**src/rtl/bas_pkg.sv**
```systemverilog
package bas_pkg;

    // Bus geometry
    localparam int BAS_AW = 12;
    localparam int BAS_IW = 10;

    // Register indices; byte address is four times the index
    localparam logic [9:0] BAS_IDX_SRC_LO = 10'h104;
    localparam logic [9:0] BAS_IDX_SRC_MID = 10'h105;
    localparam logic [9:0] BAS_IDX_SRC_HI = 10'h106;
    localparam logic [9:0] BAS_IDX_DST_LO = 10'h108;
    localparam logic [9:0] BAS_IDX_DST_MID = 10'h109;
    localparam logic [9:0] BAS_IDX_DST_HI = 10'h10A;
    localparam logic [9:0] BAS_IDX_OFF_LO = 10'h10C;
    localparam logic [9:0] BAS_IDX_OFF_HI = 10'h10D;
    localparam logic [9:0] BAS_IDX_WID_LO = 10'h110;
    localparam logic [9:0] BAS_IDX_WID_HI = 10'h111;
    localparam logic [9:0] BAS_IDX_CTRL = 10'h120;
    localparam logic [9:0] BAS_IDX_CMD = 10'h121;
    localparam logic [9:0] BAS_IDX_SRC_LINE = 10'h124;
    localparam logic [9:0] BAS_IDX_DST_LINE = 10'h125;
    localparam logic [9:0] BAS_IDX_WID_PIX = 10'h126;

    // Control register bit positions
    localparam int BAS_CTRL_BPP16 = 0;
    localparam int BAS_CTRL_SRC_LIN = 1;
    localparam int BAS_CTRL_DST_LIN = 2;
    localparam int BAS_CTRL_SRC_HOST = 3;
    localparam int BAS_CTRL_PAT_FILL = 4;

    // Command register bit positions
    localparam int BAS_CMD_LOAD = 0;
    localparam int BAS_CMD_NEXT = 1;

    // Pattern field low bit positions
    localparam int BAS_P8_LINE_LSB = 3;
    localparam int BAS_P16_LINE_LSB = 4;
    localparam int BAS_P8_BASE_LSB = 6;
    localparam int BAS_P16_BASE_LSB = 7;

    localparam logic [1:0] BAS_RESP_OKAY = 2'h0;
    localparam logic [1:0] BAS_RESP_SLVERR = 2'h2;

    typedef struct packed {
        logic [20:0] src_addr;
        logic [20:0] dst_addr;
        logic [10:0] line_off;
        logic [9:0] width;
        logic bpp16;
        logic src_linear;
        logic dst_linear;
        logic src_host;
        logic pat_fill;
    } bas_regs_t;

    typedef struct packed {
        logic [20:0] src_line;
        logic [20:0] dst_line;
        logic [10:0] width_pix;
        logic [14:0] pat_base;
        logic [2:0] pat_line;
        logic [3:0] pix_off;
        logic host_byte_sel;
        logic bpp16;
    } bas_geom_t;

    typedef struct packed {
        bas_regs_t regs;
        logic [20:0] src_line;
        logic [20:0] dst_line;
        bas_geom_t geom;
        logic aw_held;
        logic w_held;
        logic [BAS_AW-1:0] awaddr;
        logic [31:0] wdata;
        logic wstrb0;
        logic bvalid;
        logic [1:0] bresp;
        logic rvalid;
        logic [31:0] rdata;
        logic [1:0] rresp;
    } bas_state_t;

    localparam bas_state_t BAS_ST_RST = '0;

endpackage : bas_pkg

```
**src/rtl/bas_blit_addr.sv**
```systemverilog
// Notes on behaviour
// Pattern fill needs width above 2/1 pixels.
// Source start is 21 bits over three bytes.
// Host-sourced data uses only source bit 0.
// Pattern source is base plus line plus pixel.
// 8 bpp fields: 20:6, 5:3, 2:0.
// 16 bpp fields: 20:7, 6:4, 3:0.
// Destination start is 21 bits over three bytes.
// Keep 11-bit line to line word offset.
// Offset used only for rectangular regions.
// Width is 10 bits over two registers.
// Pixel width equals stored width plus one.
// Source linear bit selects contiguous or rectangular.
// Colour format bit: one 16 bpp, zero 8.
// Next line start adds offset to previous.
//
// Design decision made here: the AXI4-Lite interface to the registers.
`timescale 1ns/1ps
module bas_blit_addr
    import bas_pkg::*;
(
    input wire logic aclk, // System clock
    input wire logic aresetn, // Synchronous reset, low
    input wire logic [bas_pkg::BAS_AW-1:0] s_axi_awaddr, // Write address
    input wire logic [2:0] s_axi_awprot, // Unused protection
    input wire logic s_axi_awvalid, // Write address valid
    output logic s_axi_awready, // Write address ready
    input wire logic [31:0] s_axi_wdata, // Write data
    input wire logic [3:0] s_axi_wstrb, // Write strobes
    input wire logic s_axi_wvalid, // Write data valid
    output logic s_axi_wready, // Write data ready
    output logic [1:0] s_axi_bresp, // Write response
    output logic s_axi_bvalid, // Write response valid
    input wire logic s_axi_bready, // Write response ready
    input wire logic [bas_pkg::BAS_AW-1:0] s_axi_araddr, // Read address
    input wire logic [2:0] s_axi_arprot, // Unused protection
    input wire logic s_axi_arvalid, // Read address valid
    output logic s_axi_arready, // Read address ready
    output logic [31:0] s_axi_rdata, // Read data
    output logic [1:0] s_axi_rresp, // Read response
    output logic s_axi_rvalid, // Read data valid
    input wire logic s_axi_rready, // Read data ready
    input wire logic line_load, // Engine pulse: restart at start
    input wire logic line_next, // Engine pulse: step to next line
    output bas_pkg::bas_geom_t geom // Registered address geometry
);
    import bas_pkg::*;

    bas_state_t st_q;
    bas_state_t st_d;
    logic wr_fire;
    logic wr_hit;
    logic [BAS_IW-1:0] wr_idx;
    logic load_ev;
    logic next_ev;
    logic [20:0] off_bytes;

    function automatic logic [BAS_IW-1:0] reg_idx(
        input logic [BAS_AW-1:0] a
    );
        return a[BAS_AW-1:2];
    endfunction : reg_idx

    function automatic logic reg_hit(input logic [BAS_IW-1:0] i);
        logic h;
        h = 1'h0;
        case (i)
            BAS_IDX_SRC_LO, BAS_IDX_SRC_MID, BAS_IDX_SRC_HI,
            BAS_IDX_DST_LO, BAS_IDX_DST_MID, BAS_IDX_DST_HI,
            BAS_IDX_OFF_LO, BAS_IDX_OFF_HI,
            BAS_IDX_WID_LO, BAS_IDX_WID_HI,
            BAS_IDX_CTRL, BAS_IDX_CMD,
            BAS_IDX_SRC_LINE, BAS_IDX_DST_LINE, BAS_IDX_WID_PIX: h = 1'h1;
            default: h = 1'h0;
        endcase
        return h;
    endfunction : reg_hit

    // Step the pattern line field, wrapping within the pattern
    function automatic logic [20:0] pat_step(
        input logic [20:0] a,
        input logic bpp16
    );
        logic [20:0] r;
        r = a;
        if (bpp16) begin
            r[BAS_P16_LINE_LSB +: 3] = a[BAS_P16_LINE_LSB +: 3] + 3'h1;
        end else begin
            r[BAS_P8_LINE_LSB +: 3] = a[BAS_P8_LINE_LSB +: 3] + 3'h1;
        end
        return r;
    endfunction : pat_step

    assign s_axi_awready = !st_q.aw_held && !st_q.bvalid;
    assign s_axi_wready = !st_q.w_held && !st_q.bvalid;
    assign s_axi_bvalid = st_q.bvalid;
    assign s_axi_bresp = st_q.bresp;
    assign s_axi_arready = !st_q.rvalid;
    assign s_axi_rvalid = st_q.rvalid;
    assign s_axi_rdata = st_q.rdata;
    assign s_axi_rresp = st_q.rresp;
    assign geom = st_q.geom;

    assign wr_fire = st_q.aw_held && st_q.w_held;
    assign wr_idx = reg_idx(st_q.awaddr);
    assign wr_hit = reg_hit(wr_idx);
    // Offset counts 16-bit words; line addresses count bytes
    assign off_bytes = {9'h0, st_q.regs.line_off, 1'h0};
    assign load_ev = line_load
        || (wr_fire && st_q.wstrb0 && wr_idx == BAS_IDX_CMD
            && st_q.wdata[BAS_CMD_LOAD]);
    assign next_ev = line_next
        || (wr_fire && st_q.wstrb0 && wr_idx == BAS_IDX_CMD
            && st_q.wdata[BAS_CMD_NEXT]);

    always_comb begin
        st_d = st_q;
        // Write address and data may arrive in either order
        if (s_axi_awvalid && s_axi_awready) begin
            st_d.aw_held = 1'h1;
            st_d.awaddr = s_axi_awaddr;
        end
        if (s_axi_wvalid && s_axi_wready) begin
            st_d.w_held = 1'h1;
            st_d.wdata = s_axi_wdata;
            st_d.wstrb0 = s_axi_wstrb[0];
        end
        if (st_q.bvalid && s_axi_bready) begin
            st_d.bvalid = 1'h0;
        end
        if (wr_fire) begin
            st_d.aw_held = 1'h0;
            st_d.w_held = 1'h0;
            st_d.bvalid = 1'h1;
            st_d.bresp = wr_hit ? BAS_RESP_OKAY : BAS_RESP_SLVERR;
            if (st_q.wstrb0) begin
                case (wr_idx)
                    BAS_IDX_SRC_LO: st_d.regs.src_addr[7:0] =
                        st_q.wdata[7:0];
                    BAS_IDX_SRC_MID: st_d.regs.src_addr[15:8] =
                        st_q.wdata[7:0];
                    BAS_IDX_SRC_HI: st_d.regs.src_addr[20:16] =
                        st_q.wdata[4:0];
                    BAS_IDX_DST_LO: st_d.regs.dst_addr[7:0] =
                        st_q.wdata[7:0];
                    BAS_IDX_DST_MID: st_d.regs.dst_addr[15:8] =
                        st_q.wdata[7:0];
                    BAS_IDX_DST_HI: st_d.regs.dst_addr[20:16] =
                        st_q.wdata[4:0];
                    BAS_IDX_OFF_LO: st_d.regs.line_off[7:0] =
                        st_q.wdata[7:0];
                    BAS_IDX_OFF_HI: st_d.regs.line_off[10:8] =
                        st_q.wdata[2:0];
                    BAS_IDX_WID_LO: st_d.regs.width[7:0] =
                        st_q.wdata[7:0];
                    BAS_IDX_WID_HI: st_d.regs.width[9:8] =
                        st_q.wdata[1:0];
                    BAS_IDX_CTRL: begin
                        st_d.regs.bpp16 = st_q.wdata[BAS_CTRL_BPP16];
                        st_d.regs.src_linear =
                            st_q.wdata[BAS_CTRL_SRC_LIN];
                        st_d.regs.dst_linear =
                            st_q.wdata[BAS_CTRL_DST_LIN];
                        st_d.regs.src_host = st_q.wdata[BAS_CTRL_SRC_HOST];
                        st_d.regs.pat_fill = st_q.wdata[BAS_CTRL_PAT_FILL];
                    end
                    default: begin
                    end
                endcase
            end
        end

        // Register read port
        if (st_q.rvalid && s_axi_rready) begin
            st_d.rvalid = 1'h0;
        end
        if (s_axi_arvalid && s_axi_arready) begin
            st_d.rvalid = 1'h1;
            st_d.rdata = 32'h0;
            st_d.rresp = reg_hit(reg_idx(s_axi_araddr)) ?
                BAS_RESP_OKAY : BAS_RESP_SLVERR;
            case (reg_idx(s_axi_araddr))
                BAS_IDX_SRC_LO: st_d.rdata[7:0] = st_q.regs.src_addr[7:0];
                BAS_IDX_SRC_MID: st_d.rdata[7:0] = st_q.regs.src_addr[15:8];
                BAS_IDX_SRC_HI: st_d.rdata[4:0] =
                    st_q.regs.src_addr[20:16];
                BAS_IDX_DST_LO: st_d.rdata[7:0] = st_q.regs.dst_addr[7:0];
                BAS_IDX_DST_MID: st_d.rdata[7:0] = st_q.regs.dst_addr[15:8];
                BAS_IDX_DST_HI: st_d.rdata[4:0] =
                    st_q.regs.dst_addr[20:16];
                BAS_IDX_OFF_LO: st_d.rdata[7:0] = st_q.regs.line_off[7:0];
                BAS_IDX_OFF_HI: st_d.rdata[2:0] = st_q.regs.line_off[10:8];
                BAS_IDX_WID_LO: st_d.rdata[7:0] = st_q.regs.width[7:0];
                BAS_IDX_WID_HI: st_d.rdata[1:0] = st_q.regs.width[9:8];
                BAS_IDX_CTRL: begin
                    st_d.rdata[BAS_CTRL_BPP16] = st_q.regs.bpp16;
                    st_d.rdata[BAS_CTRL_SRC_LIN] = st_q.regs.src_linear;
                    st_d.rdata[BAS_CTRL_DST_LIN] = st_q.regs.dst_linear;
                    st_d.rdata[BAS_CTRL_SRC_HOST] = st_q.regs.src_host;
                    st_d.rdata[BAS_CTRL_PAT_FILL] = st_q.regs.pat_fill;
                end
                BAS_IDX_SRC_LINE: st_d.rdata[20:0] = st_q.src_line;
                BAS_IDX_DST_LINE: st_d.rdata[20:0] = st_q.dst_line;
                BAS_IDX_WID_PIX: st_d.rdata[10:0] = st_q.geom.width_pix;
                default: st_d.rdata = 32'h0;
            endcase
        end

        // Line start generation; a load wins over a step
        if (load_ev) begin
            st_d.src_line = st_q.regs.src_addr;
            st_d.dst_line = st_q.regs.dst_addr;
        end else if (next_ev) begin
            if (st_q.regs.src_host) begin
                st_d.src_line = st_q.src_line;
            end else if (st_q.regs.pat_fill) begin
                st_d.src_line = pat_step(st_q.src_line, st_q.regs.bpp16);
            end else if (!st_q.regs.src_linear) begin
                st_d.src_line = st_q.src_line + off_bytes;
            end
            if (!st_q.regs.dst_linear) begin
                st_d.dst_line = st_q.dst_line + off_bytes;
            end
        end

        // Geometry handed to the engine
        st_d.geom.bpp16 = st_q.regs.bpp16;
        st_d.geom.width_pix = {1'h0, st_q.regs.width} + 11'h1;
        st_d.geom.dst_line = st_q.dst_line;
        st_d.geom.host_byte_sel = st_q.src_line[0];
        if (st_q.regs.src_host) begin
            st_d.geom.src_line = {20'h0, st_q.src_line[0]};
        end else begin
            st_d.geom.src_line = st_q.src_line;
        end
        st_d.geom.pat_base = 15'h0;
        st_d.geom.pat_line = 3'h0;
        st_d.geom.pix_off = 4'h0;
        if (st_q.regs.pat_fill && !st_q.regs.src_host) begin
            if (st_q.regs.bpp16) begin
                st_d.geom.pat_base = {1'h0,
                    st_q.src_line[20:BAS_P16_BASE_LSB]};
                st_d.geom.pat_line =
                    st_q.src_line[BAS_P16_LINE_LSB +: 3];
                st_d.geom.pix_off = st_q.src_line[3:0];
            end else begin
                st_d.geom.pat_base =
                    st_q.src_line[20:BAS_P8_BASE_LSB];
                st_d.geom.pat_line =
                    st_q.src_line[BAS_P8_LINE_LSB +: 3];
                st_d.geom.pix_off = {1'h0, st_q.src_line[2:0]};
            end
        end
    end

    always_ff @(posedge aclk) begin
        if (!aresetn) begin
            st_q <= BAS_ST_RST;
        end else begin
            st_q <= st_d;
        end
    end

    chk_src_hi_write: assert property (
        @(posedge aclk) disable iff (!aresetn)
        wr_fire && st_q.wstrb0 && wr_idx == BAS_IDX_SRC_HI
        |=> st_q.regs.src_addr[20:16] == $past(st_q.wdata[4:0]))
        else $error("source high byte not stored");

    chk_dst_hi_write: assert property (
        @(posedge aclk) disable iff (!aresetn)
        wr_fire && st_q.wstrb0 && wr_idx == BAS_IDX_DST_HI
        |=> st_q.regs.dst_addr[20:16] == $past(st_q.wdata[4:0]))
        else $error("destination high byte not stored");

    chk_off_hi_write: assert property (
        @(posedge aclk) disable iff (!aresetn)
        wr_fire && st_q.wstrb0 && wr_idx == BAS_IDX_OFF_HI
        |=> st_q.regs.line_off[10:8] == $past(st_q.wdata[2:0]))
        else $error("offset high bits not stored");

    chk_host_bit0: assert property (
        @(posedge aclk) disable iff (!aresetn)
        $past(st_q.regs.src_host)
        |-> geom.src_line[20:1] == 20'h0
            && geom.src_line[0] == geom.host_byte_sel)
        else $error("host source leaks upper address bits");

    chk_pat_sum: assert property (
        @(posedge aclk) disable iff (!aresetn)
        st_q.regs.pat_fill && !st_q.regs.src_host && !st_q.regs.bpp16
        |=> {geom.pat_base, geom.pat_line, geom.pix_off[2:0]}
            == $past(st_q.src_line))
        else $error("8 bpp pattern fields do not sum to source");

    chk_pat16_fields: assert property (
        @(posedge aclk) disable iff (!aresetn)
        st_q.regs.pat_fill && !st_q.regs.src_host && st_q.regs.bpp16
        |=> {geom.pat_base[13:0], geom.pat_line, geom.pix_off}
            == $past(st_q.src_line) && !geom.pat_base[14])
        else $error("16 bpp pattern fields wrong");

    chk_width_plus: assert property (
        @(posedge aclk) disable iff (!aresetn)
        $past(aresetn)
        |-> geom.width_pix == {1'h0, $past(st_q.regs.width)} + 11'h1)
        else $error("pixel width is not stored width plus one");

    chk_bpp_follow: assert property (
        @(posedge aclk) disable iff (!aresetn)
        $changed(st_q.regs.bpp16) |=> geom.bpp16 == $past(st_q.regs.bpp16))
        else $error("colour format not passed on");

    chk_load_start: assert property (
        @(posedge aclk) disable iff (!aresetn)
        load_ev |=> st_q.src_line == $past(st_q.regs.src_addr)
            && st_q.dst_line == $past(st_q.regs.dst_addr) ##1
            geom.dst_line == $past(st_q.dst_line))
        else $error("line load did not restart at start");

    chk_rect_step: assert property (
        @(posedge aclk) disable iff (!aresetn)
        next_ev && !load_ev && !st_q.regs.dst_linear
        |=> st_q.dst_line == $past(st_q.dst_line) + $past(off_bytes))
        else $error("rectangular step missed the offset");

    chk_linear_hold: assert property (
        @(posedge aclk) disable iff (!aresetn)
        next_ev && !load_ev && st_q.regs.src_linear
            && !st_q.regs.pat_fill
        |=> $stable(st_q.src_line))
        else $error("linear source moved by the offset");

    chk_pat_step: assert property (
        @(posedge aclk) disable iff (!aresetn)
        next_ev && !load_ev && st_q.regs.pat_fill && !st_q.regs.src_host
            && !st_q.regs.bpp16
        |=> st_q.src_line[BAS_P8_LINE_LSB +: 3]
            == $past(st_q.src_line[BAS_P8_LINE_LSB +: 3]) + 3'h1
            && st_q.src_line[20:BAS_P8_BASE_LSB]
            == $past(st_q.src_line[20:BAS_P8_BASE_LSB]))
        else $error("8 bpp pattern line step wrong");

    chk_host_hold: assert property (
        @(posedge aclk) disable iff (!aresetn)
        next_ev && !load_ev && st_q.regs.src_host
        |=> $stable(st_q.src_line))
        else $error("host source moved on a line step");

    chk_dst_linear_hold: assert property (
        @(posedge aclk) disable iff (!aresetn)
        next_ev && !load_ev && st_q.regs.dst_linear
        |=> $stable(st_q.dst_line))
        else $error("linear destination moved by the offset");

endmodule : bas_blit_addr

```
**config.mk**
```make
export PLATFORM = sky130hd
export DESIGN_NAME = bas_blit_addr
export DESIGN_NICKNAME = d
export VERILOG_FILES = /design/src/rtl/bas_pkg.sv /design/src/rtl/bas_blit_addr.sv
export SDC_FILE = /design/constraint.sdc
export NUM_CORES = 1
export LEC_CHECK = 0
export BUFFER_PORTS_ARGS = -buffer_cell sky130_fd_sc_hd__clkbuf_2
export CORE_AREA = 3 3 148 150
export DETAILED_ROUTE_END_ITERATION = 6
export DIE_AREA = 0 0 151 153
export PLACE_DENSITY = 0.88
export SLEW_MARGIN = 15
export SYNTH_ARGS = -nofsm -noshare
export SYNTH_HDL_FRONTEND = slang
export SYNTH_SLANG_ARGS = --single-unit
```
**constraint.sdc**
```tcl
create_clock -name aclk -period 2.9 [get_ports aclk]
set_input_delay 0.145 -clock aclk [delete_from_list [all_inputs] [get_ports aclk]]
set_output_delay 0.145 -clock aclk [all_outputs]
set_load 0.02 [all_outputs]
```
==> impl_metrics.yaml <==
run_status:
  outcome: "finished, violations left"
  violations: "DRC"
sta:
  setup_violations: 0
  clock-skew-final_ps: 11.9
  fmax_mhz: 361
  fin_setup_tns_ps: 0
  fin_crit_sh_pct: 95.4
  hold_violations: 0
  timing.final.ws_setup_ps: 133
  tightest_slew_ps: 860
  slew_headroom_pct: 42.6
  min_period_ps: 2770
  holdWs_ps: 32.0
  rsz0062_at_grt: "no"
  slew_violations: 0
placement:
  gp_congestion: 1.02
  portBuffers: 142
  dp_hpwl_um: 25400
  post-place-ws_ps: 161
detailed_routing:
  vias: 10576
  drcViolationCount: 2
  drt-total-wl_um: 35800
  via_per_inst: 6.10
  first_iter_violations: 1184
  ant_nets: 0
  drtPass1Iterations: 7
  post_drt_wl_per_cell_um: 20.7
yosys:
  syn_area_per_cell_um2: 8.53
  ys_types: 77
  synthTopCellsByArea: "dfxtp_1 (39%), mux2i_1 (7.8%), buf_4 (7.3%)"
  synth_commonest_cells: "dfxtp_1 (232), nor2_1 (152), nand2_1 (134), buf_4 (114), mux2i_1 (92)"
  synth_top_area_cell: "dfxtp_1"
  ys_ff_latch: 232
  post-synth-top-count-cell: "dfxtp_1"
  ys.flop_type: "dfxtp_1"
  synthArstFlopShare_pct: 0
  synth_edf_count: 0
  yosysTopAreaCellShare_pct: 39.4
  synth_area_um2: 11800
  syn-instance-count: 1383
  seq_area_frac_synth_pct: 39.4
  ys_warn_count: 0
cells_and_area:
  ff_latch_area_um2: 4640
  syn2layout_area_growth_pct: 11.3
  layout-drive-gt1-share_pct: 17.5
  fillers: 1684
  nNetsFinal: 1540
  multi_input_area_um2: 5960
power_and_ir_drop:
  p_per_area_nw_per_um2: 541
  irDropWorstVdd_uv: 478
  leakagePower_nw: 5.43
  finalPower_w: 0.00710
clock_network:
  clk_pin_slew_ps: 60
  cts_tree: "yes"
  htreeDepth: 1
  cts-root-buf: "clkbuf_16"
  numCtsBuffers: 25
  clock-sinks: 232
  post_cts_buffers: 0
  cts_max_path_buffers: 3
  clk_latency_ps: 530
grt:
  grt_pass1_vias: 10094
  overflow: 0
  grt_use_total_pct: 30.3
  antenna_found_initial: 0
  grt_pass1_wl_um: 55700
  grt_max_degree: 88
floorplan:
  dieArea_um2: 23100
  ios: 193
  die_x_um: 151
  fp.dieH_um: 153
  fp-row-count: 53
  core_area_um2: 20800
  start_util_pct: 56.7
run:
  maxCapViolCount: 0
critical_path:
  cp_max_fo: 13
  crit_required_ps: 3340
  cp-start-kind: "flop"
  cp-end-kind: "flop"
  cp.arrival_ps: 3200
  worstSetupPathType: "flop to flop"
worst_hold_path:
  hp-class: "input port to flop"
per-stage QoR:
step	instance area [um^2]	instances	utilization, %
floorplan	11800	1395	-
global placement	12100	1664	58.0
detailed placement	12100	1664	58.0
CTS	13100	1732	63.0
global route	13100	1732	63.1
finish	13100	1733	63.1
cell type report:
class                           count  area share, %
Timing Repair Buffer              212           9.83
Antenna cell                        1         0.0191
Multi-Input combinational cell    948           45.4
Inverter                           19          0.562
Clock buffer                       32           5.12
Tap cell                          275           2.62
Clock inverter                     14           1.07
Sequential cell                   232           35.4
metal layers:
| layer | vias up | share of wire (%) | global-route usage, % |
|---|---|---|---|
| met1 | 4952 | 39 | 40.1 |
| met2 | 605 | 46 | 49.1 |
| li1 | 4899 | - | - |
| met3 | 120 | 11 | 5.63 |
| met4 | 0 | 4.5 | 11.7 |
| met5 | - | 0 | 0 |
flip-flops by register name (all words and copies together) (netlist names):
signal        count
s_axi_rvalid      1
s_axi_rresp       1
s_axi_bvalid      1
st_d             23
off_bytes        11
st_q             97
s_axi_bresp       1
s_axi_rdata      21
geom             76
what timing repair did:
item	CTS	global route
hold buffers	22	0
hold endpoints to repair	21	0
resized for setup	0	1
setup endpoints to repair	0	1
power breakdown:
group | leakage (nW) | internal (W) | switching [W]
combinational | 3.15 | 0.000206 | 0.000375
sequential | 1.88 | 0.00326 | 0.0000965
clock | 0.398 | 0.00183 | 0.00133
total | 5.43 | 0.00530 | 0.00180
path summary, 6_finish.rpt:
| kind | cells after the start | start | slack [ps] | end |
|---|---|---|---|---|
| hold / removal | 3 | aresetn | 30 | geom[46]$_SDFF_PN0_ |
| hold reg to reg | 2 | st_q[79]$_SDFFE_PN0P_ | 450 | st_q[79]$_SDFFE_PN0P_ |
| setup / recovery | 8 | st_q[79]$_SDFFE_PN0P_ | 130 | st_d[133]$_SDFFE_PN0P_ |
| setup reg to reg | 8 | st_q[79]$_SDFFE_PN0P_ | 130 | st_d[133]$_SDFFE_PN0P_ |
critical path, cell delays in order, from the launching register on:
cell and delay (ps):
dfxtp_1 300, or4b_1 600, or4_1 550, buf_4 210
a21oi_4 230, buf_4 250, nand4_1 140, xor2_1 170
a211oi_1 220
cells by family (layout without fill, tap and decap cells):
logic type / after synthesis / count (layout) / synth area share (%)
AOI/OAI and AO/OA: 289 / 289 / 16.5
xor gates and xnor gates: 22 / 22 / 1.63
adders and majority gates: 27 / 27 / 2.99
buffers and inverters: 215 / 277 / 10.6
DFF: 232 / 232 / 39.4
muxes: 99 / 99 / 8.57
other: 1 / 14 / 0.0318
and+or+nand+nor: 498 / 498 / 20.3
cell usage in the layout (no fill, tap or decap), drive strengths merged, types with 9 or more instances in the layout:
cell type and count:
a22oi 13, clkbuf 174, dlygate4sd3 22, a211oi 16
and2 47, and3 13, nand2b 15, nand4 9
nor2 152, o211ai 10, xor2 10, nand3 37
nor3 35, dfxtp 232, mux2i 92, a311oi 14
xnor2 12, inv 21, conb 13, o21ai 47
or3 14, a21oi 85, nand2 134, ha 25
a21o 10, a31oi 16, a221oi 14, buf 48
(Power assumes the default switching activity.)
